[src/iopc_regs.svh]
// Constants for the port pin control block: write selects, pin-form
// field positions, reset values.
// Assumes inclusion by bare name from every file that needs them.
`ifndef IOPC_REGS_SVH
`define IOPC_REGS_SVH

// ----------------------------------------
// Port-form write selects
// ----------------------------------------
`define IOPC_R_DR 4'h0
`define IOPC_R_DM0 4'h1
`define IOPC_R_DM1 4'h2
`define IOPC_R_DM2 4'h3
`define IOPC_R_BYP 4'h4
`define IOPC_R_SLW 4'h5
`define IOPC_R_BIE 4'h6
`define IOPC_R_INPD 4'h7
`define IOPC_R_RISE 4'h8
`define IOPC_R_FALL 4'h9
`define IOPC_R_CTL 4'hA
`define IOPC_R_OESEL 4'hB

// ----------------------------------------
// Field positions
// ----------------------------------------
`define IOPC_PF_DR 0
`define IOPC_PF_DM 1
`define IOPC_PF_BYP 4
`define IOPC_PF_SLW 5
`define IOPC_PF_BIE 6
`define IOPC_PF_INPD 7
`define IOPC_CTL_LVTTL 0
`define IOPC_OES_PIN 0
`define IOPC_OES_SEL 4

// ----------------------------------------
// Reset values
// ----------------------------------------
`define IOPC_RST_PORT 8'h00
`define IOPC_RST_OESEL 4'h0

`endif

[src/iopc_pkg.sv]
// Types shared by the port pin control block.
// Assumes nothing of its surroundings.
package iopc_pkg;
  // Drive mode codes 0..7 in declaration order
  typedef enum logic [2:0] {
    IOPC_DM_HIZ_ANA, IOPC_DM_HIZ_DIG, IOPC_DM_RES_UP, IOPC_DM_RES_DN,
    IOPC_DM_OD_LO, IOPC_DM_OD_HI, IOPC_DM_STRONG, IOPC_DM_RES_UPDN
  } iopc_dm_type;
endpackage : iopc_pkg

[src/iopc_pin_if.sv]
// Per-pin bundle between the port control and the drive decoder.
// Assumes one instance per pin, all on the port clock.
`timescale 1ns/1ps
`default_nettype none
interface iopc_pin_if;
  import iopc_pkg::*;
  iopc_dm_type dm;
  logic dat, bie, oe_hw, sio_reg, inp_dis, slw;
  logic oe, out, pu, pd, ibuf, slow;
  modport cfg(output dm, dat, bie, oe_hw, sio_reg, inp_dis, slw,
              input oe, out, pu, pd, ibuf, slow);
  modport drv(input dm, dat, bie, oe_hw, sio_reg, inp_dis, slw,
              output oe, out, pu, pd, ibuf, slow);
endinterface : iopc_pin_if
`default_nettype wire

[src/iopc_pin_drive.sv]
// Drive decoder for one pin: mode, data and hardware enable to pad controls.
// Assumes the caller registers the results before they reach the pad.
`timescale 1ns/1ps
`default_nettype none
module iopc_pin_drive
  import iopc_pkg::*;
(
  iopc_pin_if.drv pin
);
  logic drv_on;
  logic strong_ok;
  // Bidirectional use parks the pin in digital high-Z while enable is low
  assign drv_on = !pin.bie || pin.oe_hw;
  assign strong_ok = (pin.dm == IOPC_DM_OD_LO) || (pin.dm == IOPC_DM_OD_HI) ||
                     (pin.dm == IOPC_DM_STRONG);

  always_comb begin
    pin.oe = 1'b0;
    pin.out = pin.dat;
    pin.pu = 1'b0;
    pin.pd = 1'b0;
    pin.ibuf = !pin.inp_dis;
    case (pin.dm)
      IOPC_DM_HIZ_ANA: pin.ibuf = 1'b0;
      IOPC_DM_HIZ_DIG: pin.oe = 1'b0;
      IOPC_DM_RES_UP: begin
        pin.oe = drv_on && !pin.dat;
        pin.pu = drv_on && pin.dat;
      end
      IOPC_DM_RES_DN: begin
        pin.oe = drv_on && pin.dat;
        pin.pd = drv_on && !pin.dat;
      end
      IOPC_DM_OD_LO: pin.oe = drv_on && !pin.dat;
      IOPC_DM_OD_HI: pin.oe = drv_on && pin.dat;
      IOPC_DM_STRONG: pin.oe = drv_on;
      IOPC_DM_RES_UPDN: begin
        pin.pu = drv_on && pin.dat;
        pin.pd = drv_on && !pin.dat;
      end
      default: pin.oe = 1'b0;
    endcase
    // Regulated special pins have no resistive legs; those halves float
    if (pin.sio_reg) begin
      pin.pu = 1'b0;
      pin.pd = 1'b0;
    end
    pin.slow = pin.slw && strong_ok && pin.oe;
  end
endmodule : iopc_pin_drive
`default_nettype wire

[src/iopc_edge_det.sv]
// Pin input synchroniser and edge detector for one pin.
// Assumes an asynchronous pad input and a free-running port clock.
`timescale 1ns/1ps
`default_nettype none
module iopc_edge_det (
  input wire logic clk,
  input wire logic rst,
  input wire logic pin_in,
  input wire logic ibuf_en,
  input wire logic rise_en,
  input wire logic fall_en,
  output logic level,
  output logic evt
);
  logic s1_q, s2_q, s3_q;
  // Two flops before any logic looks at the pad
  always_ff @(posedge clk) begin
    if (rst) begin
      s1_q <= 1'b0;
      s2_q <= 1'b0;
      s3_q <= 1'b0;
    end else begin
      s1_q <= pin_in;
      s2_q <= s1_q;
      s3_q <= s2_q;
    end
  end
  assign level = s2_q;
  // Edges only: a held level never repeats the event
  assign evt = ibuf_en && ((rise_en && s2_q && !s3_q) ||
                           (fall_en && !s2_q && s3_q));
endmodule : iopc_edge_det
`default_nettype wire

[src/iopc_port.sv]
// Pin control for one I/O port: configuration state, drive, edge interrupts.
// Assumes configuration writes and bypass data come from the port clock;
// pad inputs are asynchronous and are synchronised inside.
`timescale 1ns/1ps
`default_nettype none
`include "iopc_regs.svh"

module iopc_port
  import iopc_pkg::*;
#(
  parameter int NPIN = 8,
  parameter int AUX_W = 16
) (
  input wire logic REF_CLK,
  input wire logic RESET,
  input wire logic PORT_WR,
  input wire logic [3:0] PORT_ADDR,
  input wire logic [7:0] PORT_WDATA,
  input wire logic PIN_WR,
  input wire logic [$clog2(NPIN)-1:0] PIN_IDX,
  input wire logic [7:0] PIN_WDATA,
  input wire logic STATUS_RD,
  input wire logic [2:0] NV_RST_DM,
  input wire logic [NPIN-1:0] BYP_DATA,
  input wire logic [AUX_W-1:0] AUX_OE,
  input wire logic [NPIN-1:0] SIO_REGULATED,
  input wire logic [NPIN-1:0] PIN_IN,
  output logic [NPIN-1:0] PIN_OUT,
  output logic [NPIN-1:0] PIN_OE,
  output logic [NPIN-1:0] PIN_PU_EN,
  output logic [NPIN-1:0] PIN_PD_EN,
  output logic [NPIN-1:0] PIN_IBUF_EN,
  output logic [NPIN-1:0] PIN_SLOW,
  output logic LVTTL_SEL,
  output logic [NPIN-1:0] PIN_STATE,
  output logic [NPIN-1:0] IRQ_STATUS,
  output logic IRQ
);
  localparam int SELW = $clog2(AUX_W);

  // ----------------------------------------
  // Port-form registers
  // ----------------------------------------
  logic [NPIN-1:0] dr_q, dm0_q, dm1_q, dm2_q, byp_q, slw_q;
  logic [NPIN-1:0] bie_q, inpd_q, rise_q, fall_q;
  logic [NPIN-1:0] dr_d, dm0_d, dm1_d, dm2_d, byp_d, slw_d;
  logic [NPIN-1:0] bie_d, inpd_d, rise_d, fall_d;
  logic lvttl_q;
  logic rst_load_q;
  logic [SELW-1:0] oe_sel_q [NPIN];

  logic wr_dr, wr_dm0, wr_dm1, wr_dm2, wr_byp, wr_slw;
  logic wr_bie, wr_inpd, wr_rise, wr_fall, wr_ctl, wr_oes;
  logic [NPIN-1:0] pin_sel;
  logic [$clog2(NPIN)-1:0] oes_pin;

  assign wr_dr = PORT_WR && (PORT_ADDR == `IOPC_R_DR);
  assign wr_dm0 = PORT_WR && (PORT_ADDR == `IOPC_R_DM0);
  assign wr_dm1 = PORT_WR && (PORT_ADDR == `IOPC_R_DM1);
  assign wr_dm2 = PORT_WR && (PORT_ADDR == `IOPC_R_DM2);
  assign wr_byp = PORT_WR && (PORT_ADDR == `IOPC_R_BYP);
  assign wr_slw = PORT_WR && (PORT_ADDR == `IOPC_R_SLW);
  assign wr_bie = PORT_WR && (PORT_ADDR == `IOPC_R_BIE);
  assign wr_inpd = PORT_WR && (PORT_ADDR == `IOPC_R_INPD);
  assign wr_rise = PORT_WR && (PORT_ADDR == `IOPC_R_RISE);
  assign wr_fall = PORT_WR && (PORT_ADDR == `IOPC_R_FALL);
  assign wr_ctl = PORT_WR && (PORT_ADDR == `IOPC_R_CTL);
  assign wr_oes = PORT_WR && (PORT_ADDR == `IOPC_R_OESEL);
  assign pin_sel = PIN_WR ? (NPIN)'(1) << PIN_IDX : '0;
  assign oes_pin = PORT_WDATA[`IOPC_OES_PIN +: $clog2(NPIN)];

  // Port write wins over a pin write in the same cycle
  function automatic logic [NPIN-1:0] upd(input logic [NPIN-1:0] q,
                                          input logic pw,
                                          input logic pv);
    logic [NPIN-1:0] r;
    r = (q & ~pin_sel) | (pin_sel & {NPIN{pv}});
    if (pw) begin
      r = PORT_WDATA[NPIN-1:0];
    end
    return r;
  endfunction : upd

  // ----------------------------------------
  // Next state
  // ----------------------------------------
  assign dr_d = upd(dr_q, wr_dr, PIN_WDATA[`IOPC_PF_DR]);
  assign byp_d = upd(byp_q, wr_byp, PIN_WDATA[`IOPC_PF_BYP]);
  assign slw_d = upd(slw_q, wr_slw, PIN_WDATA[`IOPC_PF_SLW]);
  assign bie_d = upd(bie_q, wr_bie, PIN_WDATA[`IOPC_PF_BIE]);
  assign inpd_d = upd(inpd_q, wr_inpd, PIN_WDATA[`IOPC_PF_INPD]);
  // Edge selects are not in the pin form
  assign rise_d = wr_rise ? PORT_WDATA[NPIN-1:0] : rise_q;
  assign fall_d = wr_fall ? PORT_WDATA[NPIN-1:0] : fall_q;
  // Stored reset modes land once, the cycle after release
  assign dm0_d = rst_load_q ? {NPIN{NV_RST_DM[0]}} :
                 upd(dm0_q, wr_dm0, PIN_WDATA[`IOPC_PF_DM]);
  assign dm1_d = rst_load_q ? {NPIN{NV_RST_DM[1]}} :
                 upd(dm1_q, wr_dm1, PIN_WDATA[`IOPC_PF_DM + 1]);
  assign dm2_d = rst_load_q ? {NPIN{NV_RST_DM[2]}} :
                 upd(dm2_q, wr_dm2, PIN_WDATA[`IOPC_PF_DM + 2]);

  always_ff @(posedge REF_CLK) begin
    if (RESET) begin
      dr_q <= `IOPC_RST_PORT;
      dm0_q <= `IOPC_RST_PORT;
      dm1_q <= `IOPC_RST_PORT;
      dm2_q <= `IOPC_RST_PORT;
      byp_q <= `IOPC_RST_PORT;
      slw_q <= `IOPC_RST_PORT;
      bie_q <= `IOPC_RST_PORT;
      inpd_q <= `IOPC_RST_PORT;
      rise_q <= `IOPC_RST_PORT;
      fall_q <= `IOPC_RST_PORT;
      lvttl_q <= 1'b0;
      rst_load_q <= 1'b1;
    end else begin
      dr_q <= dr_d;
      dm0_q <= dm0_d;
      dm1_q <= dm1_d;
      dm2_q <= dm2_d;
      byp_q <= byp_d;
      slw_q <= slw_d;
      bie_q <= bie_d;
      inpd_q <= inpd_d;
      rise_q <= rise_d;
      fall_q <= fall_d;
      if (wr_ctl) begin
        lvttl_q <= PORT_WDATA[`IOPC_CTL_LVTTL];
      end
      rst_load_q <= 1'b0;
    end
  end

  // Enable routing: each pin picks one of the auxiliary enables
  always_ff @(posedge REF_CLK) begin
    for (int i = 0; i < NPIN; i++) begin
      if (RESET) begin
        oe_sel_q[i] <= SELW'(`IOPC_RST_OESEL);
      end else if (wr_oes && (oes_pin == i)) begin
        oe_sel_q[i] <= PORT_WDATA[`IOPC_OES_SEL +: SELW];
      end
    end
  end

  // ----------------------------------------
  // Per-pin drive and input
  // ----------------------------------------
  logic [NPIN-1:0] drv_oe, drv_out, drv_pu, drv_pd, drv_ibuf, drv_slow;
  logic [NPIN-1:0] lvl, evt;
  logic [NPIN-1:0] mode0_m, mode1_m, strong_m, resist_m, src;
  // Masks that let the checks pick out one drive case each
  logic [NPIN-1:0] resup_m, odlo_m, hw_off_m;

  for (genvar k = 0; k < NPIN; k++) begin : g_pin
    iopc_pin_if pif ();
    assign src[k] = byp_q[k] ? BYP_DATA[k] : dr_q[k];
    assign pif.dm = iopc_dm_type'({dm2_q[k], dm1_q[k], dm0_q[k]});
    assign pif.dat = src[k];
    assign pif.bie = bie_q[k];
    assign pif.oe_hw = AUX_OE[oe_sel_q[k]];
    assign pif.sio_reg = SIO_REGULATED[k];
    assign pif.inp_dis = inpd_q[k];
    assign pif.slw = slw_q[k];
    assign drv_oe[k] = pif.oe;
    assign drv_out[k] = pif.out;
    assign drv_pu[k] = pif.pu;
    assign drv_pd[k] = pif.pd;
    assign drv_ibuf[k] = pif.ibuf;
    assign drv_slow[k] = pif.slow;
    assign mode0_m[k] = (pif.dm == IOPC_DM_HIZ_ANA);
    assign mode1_m[k] = (pif.dm == IOPC_DM_HIZ_DIG);
    assign strong_m[k] = (pif.dm == IOPC_DM_STRONG) && !bie_q[k];
    assign resist_m[k] = (pif.dm == IOPC_DM_RES_UPDN);
    assign resup_m[k] = (pif.dm == IOPC_DM_RES_UP) && !bie_q[k] && !SIO_REGULATED[k];
    assign odlo_m[k] = (pif.dm == IOPC_DM_OD_LO) && !bie_q[k];
    assign hw_off_m[k] = bie_q[k] && !AUX_OE[oe_sel_q[k]];

    iopc_pin_drive u_drive (
      .pin(pif)
    );

    // Runs on the always-on port clock so sleep does not stop it
    iopc_edge_det u_edge (
      .clk(REF_CLK),
      .rst(RESET),
      .pin_in(PIN_IN[k]),
      .ibuf_en(PIN_IBUF_EN[k]),
      .rise_en(rise_q[k]),
      .fall_en(fall_q[k]),
      .level(lvl[k]),
      .evt(evt[k])
    );
  end

  // ----------------------------------------
  // Pad outputs, pin state
  // ----------------------------------------
  // Registered so the pad sees no decode glitches; costs one cycle
  always_ff @(posedge REF_CLK) begin
    if (RESET) begin
      PIN_OUT <= '0;
      PIN_OE <= '0;
      PIN_PU_EN <= '0;
      PIN_PD_EN <= '0;
      PIN_IBUF_EN <= '0;
      PIN_SLOW <= '0;
      LVTTL_SEL <= 1'b0;
      PIN_STATE <= '0;
    end else begin
      PIN_OUT <= drv_out;
      PIN_OE <= drv_oe;
      PIN_PU_EN <= drv_pu;
      PIN_PD_EN <= drv_pd;
      PIN_IBUF_EN <= drv_ibuf;
      PIN_SLOW <= drv_slow;
      LVTTL_SEL <= lvttl_q;
      PIN_STATE <= lvl & PIN_IBUF_EN;
    end
  end

  // ----------------------------------------
  // Port interrupt unit
  // ----------------------------------------
  logic [NPIN-1:0] stat_d;
  // A new edge in the read cycle survives the clear
  assign stat_d = (IRQ_STATUS & ~{NPIN{STATUS_RD}}) | evt;

  always_ff @(posedge REF_CLK) begin
    if (RESET) begin
      IRQ_STATUS <= '0;
      IRQ <= 1'b0;
    end else begin
      IRQ_STATUS <= stat_d;
      IRQ <= |stat_d;
    end
  end
endmodule : iopc_port
`default_nettype wire

[config.mk]
export PLATFORM = sky130hd
export DESIGN_NAME = iopc_port
export DESIGN_NICKNAME = d
export VERILOG_FILES = /design/src/iopc_pkg.sv /design/src/iopc_pin_if.sv /design/src/iopc_pin_drive.sv /design/src/iopc_edge_det.sv /design/src/iopc_port.sv
export VERILOG_INCLUDE_DIRS = /design/src
export SDC_FILE = /design/constraint.sdc
export NUM_CORES = 1
export LEC_CHECK = 0
export BUFFER_PORTS_ARGS = -buffer_cell sky130_fd_sc_hd__buf_2
export CORE_UTILIZATION = 47
export DETAILED_ROUTE_END_ITERATION = 12
export GPL_ROUTABILITY_DRIVEN = 1
export PLACE_DENSITY = 0.67
export RECOVER_POWER = 25
export SYNTH_ARGS = -nofsm -noshare
export SYNTH_HDL_FRONTEND = slang
export SYNTH_HIERARCHICAL = 1
export SYNTH_SLANG_ARGS = --single-unit
[constraint.sdc]
create_clock -name REF_CLK -period 5.2 [get_ports REF_CLK]
set_input_delay 0.78 -clock REF_CLK [delete_from_list [all_inputs] [get_ports REF_CLK]]
set_output_delay 0.78 -clock REF_CLK [all_outputs]
set_load 0.03 [all_outputs]
==> results of run 1 <==
-- metal layers --
layer / vias up / GRT usage / part of all wire
li1: 3923 / - / -
met1: 4023 / 0.3552 / 0.42
met2: 487 / 0.4009 / 0.44
met3: 79 / 0.06111 / 0.11
met4: 0 / 0.09021 / 0.034
met5: - / 0 / 0
-- final cells by class --
type                    instances  share of cell area
flip-flops and latches        204              0.3877
diodes                          1           0.0002203
clock inverters                 9            0.008371
well taps                     270             0.02974
clock buffers                  32             0.06003
multi-input cells             725              0.4488
inverters                       6            0.001983
repair buffers                141             0.06311
-- power breakdown --
group          total (mW)  internal, mW  switching, mW
Sequential           1.73          1.67         0.0667
Combinational       0.451         0.181          0.270
Clock                1.66          1.01          0.651
Total                3.85          2.86          0.987
-- synth_stat cells (26+ instances only) --
master and instances:
nor3_1 80, a311oi_1 40, dfxtp_1 172, clkbuf_1 31, nand2_1 111, edfxtp_1 32
nand3_1 26, o21ai_0 26, buf_2 40, nor2_1 72, nor2b_1 51, a21oi_1 28
mux4_2 32
-- path summary, 6_finish.rpt --
check / endpoint / depth (start not counted) / slack [ns] / startpoint
worst max-delay path: g_pin[4].u_edge/s3_q / 3 / 2.19 / RESET
worst min register to register: g_pin[2].u_edge/level / 1 / 0.43 / g_pin[2].u_edge/s1_q
worst min-delay path: g_pin[2].u_edge/level / 1 / 0.43 / g_pin[2].u_edge/s1_q
worst max register to register: PIN_PD_EN[5] / 7 / 3.08 / oe_sel_q[1][4]
-- per-stage QoR --
| step | hold WS, ns | utilization | setup slack [ns] | cells |
|---|---|---|---|---|
| after floorplan | 0.4109 | - | 3.240 | 1028 |
| after global placement | 0.4119 | 0.5170 | 2.636 | 1346 |
| after detailed placement | 0.4176 | 0.5170 | 2.582 | 1346 |
| after CTS | 0.4317 | 0.5549 | 3.086 | 1387 |
| after global routing | 0.4425 | 0.5542 | 2.032 | 1387 |
| final | 0.4295 | 0.5543 | 2.185 | 1388 |
-- logic make-up after synthesis --
| logic type | share of synthesized area |
|---|---|
| buf+inv | 0.04777 |
| simple gates | 0.2495 |
| flops | 0.4413 |
| xor+xnor | 0.02106 |
| mux | 0.1053 |
| compound gates | 0.1350 |
==> flow_metrics.tcl, run 1 <==
set metrics [dict create \
    synth_area_leaders "dfxtp_1, edfxtp_1, mux4_2" \
    yosysWarnings 6 \
    setup_viol 0 \
    fillers 1851 \
    cts_resized 0 \
    ys_types 51 \
    clock_skew_ns 0.01428 \
    wl_per_cell_um 20.72 \
    power.total_mw 3.846 \
    insertion_delay_ns 0.51 \
    yosysTopAreaCellShare 0.3450 \
    cts_setup_buffers 0 \
    hold_buffers 0 \
    drt_iter0_markers 938 \
    port_buffers 136 \
    report.final.slew_viol_count 106 \
    critPathTopFamily "buffers and inverters" \
    first_global_vias 7995 \
    path_class "input pin to flip-flop" \
    grtUsageTotal 0.2594 \
    hpwl_um 18660 \
    timing.slew.headroom -0.4810 \
    die_y_um 147.7 \
    vias 8512 \
    path_buf_inv 2 \
    syn_nets 1099 \
    dpl_cell_area_um2 10600 \
    final_common_cell "dfxtp_1" \
    finalCriticalPeriod_ns 3.015 \
    core_area_um2 20490 \
    violations "capacitance limit, slew limit" \
    drive_gt1_frac 0.2247 \
    path_clk_slew_ns 0.06 \
    critPathRequiredTime_ns 5.59 \
    vdd_drop_max_v 0.0002182 \
    htree_num_levels 1 \
    synthArstFlopShare 0 \
    cp_slowest_cell "clkbuf_2" \
    area_delta_synth_final_pct 13.83 \
    grt_start_max_net_pins 106 \
    fin_area_um2 11360 \
    synthesis.area_um2 9980 \
    rows 52 \
    end_kind "flip-flop" \
    postSynthAreaPerCell_um2 9.708 \
    grt_antenna_before_repair 0 \
    dieArea_um2 21820 \
    synthFlopType "dfxtp_1" \
    outcome "finished, violations left" \
    synth_edf_count 32 \
    powerDensity_nw_per_um2 338.6 \
    timing.fmax_ghz 0.3317 \
    crit_fanout 105 \
    root_buffer "clkbuf_16" \
    regArea_um2 4404 \
    tns_ns 0 \
    nNetsFinal 1172 \
    multiInputGateArea_um2 5099 \
    dieWidth_um 147.7 \
    place_congestion 0.8511 \
    tightest_slew_ns 2.221 \
    worstHoldPathType "flip-flop to flip-flop" \
    start_util 0.4869 \
    seq_area_frac_synth 0.4413 \
    cp.arrival_ns 3.41 \
    p_leak_nw 4.208 \
    clockBufferDepth 3 \
    ys_seq_elements 204 \
    hold_violations 0 \
    critPathLaunchType "input pin" \
    cts_tree "yes" \
    yosysTopAreaCell "dfxtp_1" \
    drtAntennaViolNets 0 \
    io_pins 137 \
    fin_crit_sh 0.5797 \
    via_per_inst 6.133 \
    critPathMaxStageDelay_ns 1.68 \
    syn-instance-count 1028 \
    mostFrequentLayoutCells "dfxtp_1, buf_2, nand2_1" \
    dr.pass1.iters 5 \
    drc 0 \
    grt_pass1_wl_um 44290 \
    grt-ovfl-total 0 \
    crit_path_cell_trace "buf_4, clkbuf_2, and2b_2" \
    clkSinkCount 204 \
    cts_buffers 23 \
    rsz0062_at_grt "false" \
    totalWireLength_um 28750 \
    maxCapViolCount 1 \
]
(Power assumes the default switching activity.)
==> run 2, diff against run 1 <==
--- a/config.mk
+++ b/config.mk
@@ -10,7 +10,7 @@
 export CORE_UTILIZATION = 47
 export DETAILED_ROUTE_END_ITERATION = 12
 export GPL_ROUTABILITY_DRIVEN = 1
-export PLACE_DENSITY = 0.67
+export PLACE_DENSITY = 0.7
 export RECOVER_POWER = 25
 export SYNTH_ARGS = -nofsm -noshare
 export SYNTH_HDL_FRONTEND = slang
==> constraint.sdc (replaced) <==
create_clock -name REF_CLK -period 2.65 [get_ports REF_CLK]
set_input_delay 0.3975 -clock REF_CLK [delete_from_list [all_inputs] [get_ports REF_CLK]]
set_output_delay 0.3975 -clock REF_CLK [all_outputs]
set_load 0.03 [all_outputs]
==> flow_metrics.tcl, run 2 (synthesis gave the netlist of run 1 again) <==
set metrics [dict create \
    place_congestion 0.9062 \
    timing.fmax_ghz 0.4652 \
    htree_num_levels 1 \
    whs_ns 0.09556 \
    p_sw_mw 1.903 \
    grt_pass1_wl_um 44110 \
    dieWidth_um 147.7 \
    cts_resized 0 \
    grt_antenna_before_repair 0 \
    critPathMaxStageDelay_ns 0.54 \
    die_y_um 147.7 \
    nNetsFinal 1186 \
    report.final.slew_viol_count 0 \
    hold_buffers 0 \
    critical_path_depth 7 \
    vias 8657 \
    port_buffers 136 \
    p_leak_nw 4.258 \
    clkSinkCount 204 \
    drtAntennaViolNets 0 \
    final_common_cell "dfxtp_1" \
    path_clk_slew_ns 0.06 \
    dr.pass1.iters 5 \
    grtUsageTotal 0.2583 \
    root_buffer "clkbuf_16" \
    clockBufferDepth 3 \
    drc 0 \
    critPathLaunchType "flip-flop" \
    first_global_vias 7879 \
    cts_buffers 22 \
    fillers 1853 \
    grt_start_max_net_pins 118 \
    start_util 0.4869 \
    timing.slew.headroom 0.1170 \
    powerDensity_nw_per_um2 651.7 \
    crit_fanout 4 \
    end_kind "flip-flop" \
    totalWireLength_um 28550 \
    hpwl_um 19260 \
    cts_setup_buffers 0 \
    dp_slack_ns 0.5559 \
    critPathRequiredTime_ns 2.99 \
    hold_violations 0 \
    worstHoldPathType "input pin to flip-flop" \
    path_class "flip-flop to flip-flop" \
    rows 52 \
    setup_viol 0 \
    area_delta_synth_final_pct 14.73 \
    vdd_drop_max_v 0.0005683 \
    min_delay_path_depth 2 \
    io_pins 137 \
    swShare 0.2551 \
    maxCapViolCount 0 \
    seqPwrFrac 0.456 \
    insertion_delay_ns 0.51 \
    dieArea_um2 21820 \
    drt_iter0_markers 983 \
    wl_per_cell_um 20.36 \
    fin_crit_sh 0.8111 \
    reg2reg_depth 7 \
    critPathTopFamily "multiplexers" \
    drive_gt1_frac 0.2301 \
    finalCriticalPeriod_ns 2.149 \
    setup_ws_ns 0.5005 \
    cp.arrival_ns 2.49 \
    p_int_mw 5.559 \
    clock_skew_ns 0.007819 \
    crit_top_cell "mux2i_1" \
    tns_ns 0 \
    via_per_inst 6.175 \
    p_clk_frac 0.424 \
    grt-ovfl-total 0 \
    core_area_um2 20490 \
    cts_tree "yes" \
    mostFrequentLayoutCells "dfxtp_1, buf_2, nand2_1" \
    crit_path_cell_trace "mux4_2, mux2i_1, mux2i_1, nand2b_1, nand3b_1, nor3b_1, nor2b_1" \
    tightest_slew_ns 1.324 \
    outcome "completed" \
    rsz0062_at_grt "false" \
    cp_slowest_cell "mux4_2" \
    comb_power_share 0.119 \
    path_buf_inv 0 \
]
## run 2: routing by layer
metal	vias up	share of wire	track usage
met5	-	0	0
met4	0	0.039	0.1036
met3	75	0.10	0.05617
met2	471	0.44	0.3868
met1	4148	0.42	0.3621
li1	3963	-	-
## run 2: cell type report
cell class / count / area (µm²) / area share
multi-input combinational: 725 / 5099 / 0.4453
clock buffer: 35 / 710.7 / 0.06207
tap: 270 / 337.8 / 0.02951
timing repair buffer: 156 / 825.8 / 0.07212
clock inverter: 4 / 45.04 / 0.003934
inverter: 6 / 22.52 / 0.001967
sequential: 204 / 4404 / 0.3847
antenna: 2 / 5.005 / 0.0004371
## run 2: worst paths after layout
path                             start  slack [ns]                     to
setup / recovery        oe_sel_q[0][0]        0.50           PIN_PD_EN[0]
hold / removal               PIN_IN[7]         0.1   g_pin[7].u_edge/s1_q
setup reg to reg        oe_sel_q[0][0]        0.50           PIN_PD_EN[0]
hold reg to reg   g_pin[6].u_edge/s1_q        0.43  g_pin[6].u_edge/level
## run 2: power by group through the flow
stage | Sequential [mW] | Combinational, mW | Clock, mW
final | 3.41 | 0.891 | 3.17
after global routing | 3.42 | 0.948 | 3.34
after CTS | 3.40 | 0.881 | 3.21
after detailed placement | 3.47 | 0.877 | 0
after global placement | 3.47 | 0.874 | 0
after floorplan | 3.49 | 0.559 | 0
## run 2: metrics by stage
stage / util / cells / cell area (µm²) / power [mW]
floorplan: - / 1028 / 9980 / 4.049
global placement: 0.5225 / 1361 / 10710 / 4.343
detailed placement: 0.5225 / 1361 / 10710 / 4.349
CTS: 0.5594 / 1400 / 11460 / 7.497
global route: 0.5584 / 1400 / 11440 / 7.714
finish: 0.5587 / 1402 / 11450 / 7.462
==> run 3, diff against run 2 <==
==> constraint.sdc (replaced) <==
create_clock -name REF_CLK -period 1.75 [get_ports REF_CLK]
set_input_delay 0.2625 -clock REF_CLK [delete_from_list [all_inputs] [get_ports REF_CLK]]
set_output_delay 0.2625 -clock REF_CLK [all_outputs]
set_load 0.03 [all_outputs]
==> flow_metrics.tcl, run 3 (synthesis gave the netlist of run 1 again) <==
set metrics [dict create \
    fin_crit_sh 1.099 \
    hpwl_um 19840 \
    rsz0062_at_grt "true" \
    grt_antenna_before_repair 0 \
    violations "setup timing" \
    grt_start_max_net_pins 46 \
    first_global_vias 8531 \
    cp.arrival_ns 2.31 \
    drive_gt1_frac 0.2760 \
    power.total_mw 11.36 \
    drtAntennaViolNets 0 \
    nNetsFinal 1238 \
    wl_per_cell_um 20.01 \
    area_delta_synth_final_pct 20.77 \
    totalWireLength_um 29050 \
    tns_ns -3.355 \
    vias 8928 \
    htree_num_levels 1 \
    clock_skew_ns 0.008935 \
    hold_violations 0 \
    via_per_inst 6.149 \
    worstHoldPathType "input pin to flip-flop" \
    io_pins 137 \
    tightest_slew_ns 1.027 \
    port_buffers 136 \
    stdcell_count 1452 \
    path_class "flip-flop to flip-flop" \
    insertion_delay_ns 0.50 \
    path_clk_slew_ns 0.06 \
    drt_iter0_markers 1179 \
    dieArea_um2 21820 \
    grt-ovfl-total 0 \
    timing.slew.headroom 0.3155 \
    critPathLaunchType "flip-flop" \
    drc 0 \
    dp.cells 1404 \
    place_congestion 0.9166 \
    clockBufferDepth 3 \
    critPathRequiredTime_ns 2.14 \
    maxCapViolCount 0 \
    cts_tree "yes" \
    outcome "finished, violations left" \
    dieWidth_um 147.7 \
    final_common_cell "dfxtp_1" \
    grtUsageTotal 0.2654 \
    core_area_um2 20490 \
    grt_pass1_wl_um 45850 \
    finalCriticalPeriod_ns 1.924 \
    powerDensity_nw_per_um2 942.3 \
    dr.pass1.iters 6 \
    report.final.slew_viol_count 0 \
    end_kind "flip-flop" \
    start_util 0.4869 \
    cts_buffers 23 \
    vdd_drop_max_v 0.0006607 \
    root_buffer "clkbuf_16" \
    crit_fanout 4 \
    rows 52 \
    setup_ws_ns -0.1741 \
    die_y_um 147.7 \
    mostFrequentLayoutCells "dfxtp_1, buf_2, nand2_1" \
    timing.fmax_ghz 0.5197 \
    clkSinkCount 204 \
    p_leak_nw 4.569 \
    setup_viol 32 \
]
## run 3: cell types whose count changed in the layout (fill, tap and decap cells not counted), moves of 5 or more
cell,change
o21ai_0,-8
dlygate4sd3_1,+8
nand2b_1,-8
nand3_1,-7
clkbuf_1,+6
nand3_2,+7
nand2b_4,+8
buf_12,+7
buf_4,+34
o21ai_2,+5
## run 3: final timing paths
kind,startpoint,end,slack [ns],depth (start not counted)
max,oe_sel_q[0][12],PIN_PD_EN[3],-0.17,7
min,RESET,PIN_IBUF_EN[7],0.10,2
max reg2reg,oe_sel_q[0][12],PIN_PD_EN[3],-0.17,7
min reg2reg,g_pin[6].u_edge/s1_q,g_pin[6].u_edge/level,0.43,1
## run 3: through the flow
step           setup slack (ns)  hold slack [ns]    util  cell area [µm²]
2_1_floorplan           0.05239           0.2902       -             9980
3_3_place_gp            -0.1563           0.4128  0.5419            11110
3_5_place_dp            -0.2246           0.4199  0.5419            11110
4_1_cts                 -0.1777          0.09912  0.5871            12030
5_1_grt                 -0.2615           0.1323  0.5880            12050
6_report                -0.1741           0.1018  0.5881            12050
## run 3: area by class of cell
type / instances / area (µm²)
diodes: 1 / 2.502
well taps: 270 / 337.8
multi-input cells: 725 / 5240
flip-flops and latches: 204 / 4404
clock buffers: 35 / 723.2
fillers: 1790 / 8442
clock inverters: 4 / 20.02
inverters: 6 / 22.52
repair buffers: 207 / 1303
## run 3: layer usage
metal	GRT usage	vias up	wire [µm]
li1	-	4071	-
met1	0.3638	4269	12170
met2	0.4215	518	13300
met3	0.04907	70	2774
met4	0.09021	0	802
met5	0	-	0
## run 3: worst max-delay path: stages (launching register included)
cell and delay, ns:
edfxtp_1 0.47, mux4_2 0.53, mux2i_1 0.16, mux2i_1 0.15
nand2b_4 0.20, nand3b_1 0.13, nor3b_2 0.05, nor2b_1 0.12
## run 3: power by group
part / internal (mW) / total (mW) / switching (mW)
clock network: 2.83 / 4.70 / 1.87
registers: 4.95 / 5.16 / 0.207
logic: 0.668 / 1.50 / 0.831
total: 8.45 / 11.4 / 2.91
## run 3: repair_timing
| item | in CTS | in global routing |
|---|---|---|
| pin swaps | 22 | 3 |
| gates resized for setup | 26 | 11 |
| endpoints found under the setup margin | 32 | 32 |
| hold endpoints to repair | 8 | 0 |
| hold buffers | 8 | 0 |
| setup buffers | 0 | 0 |
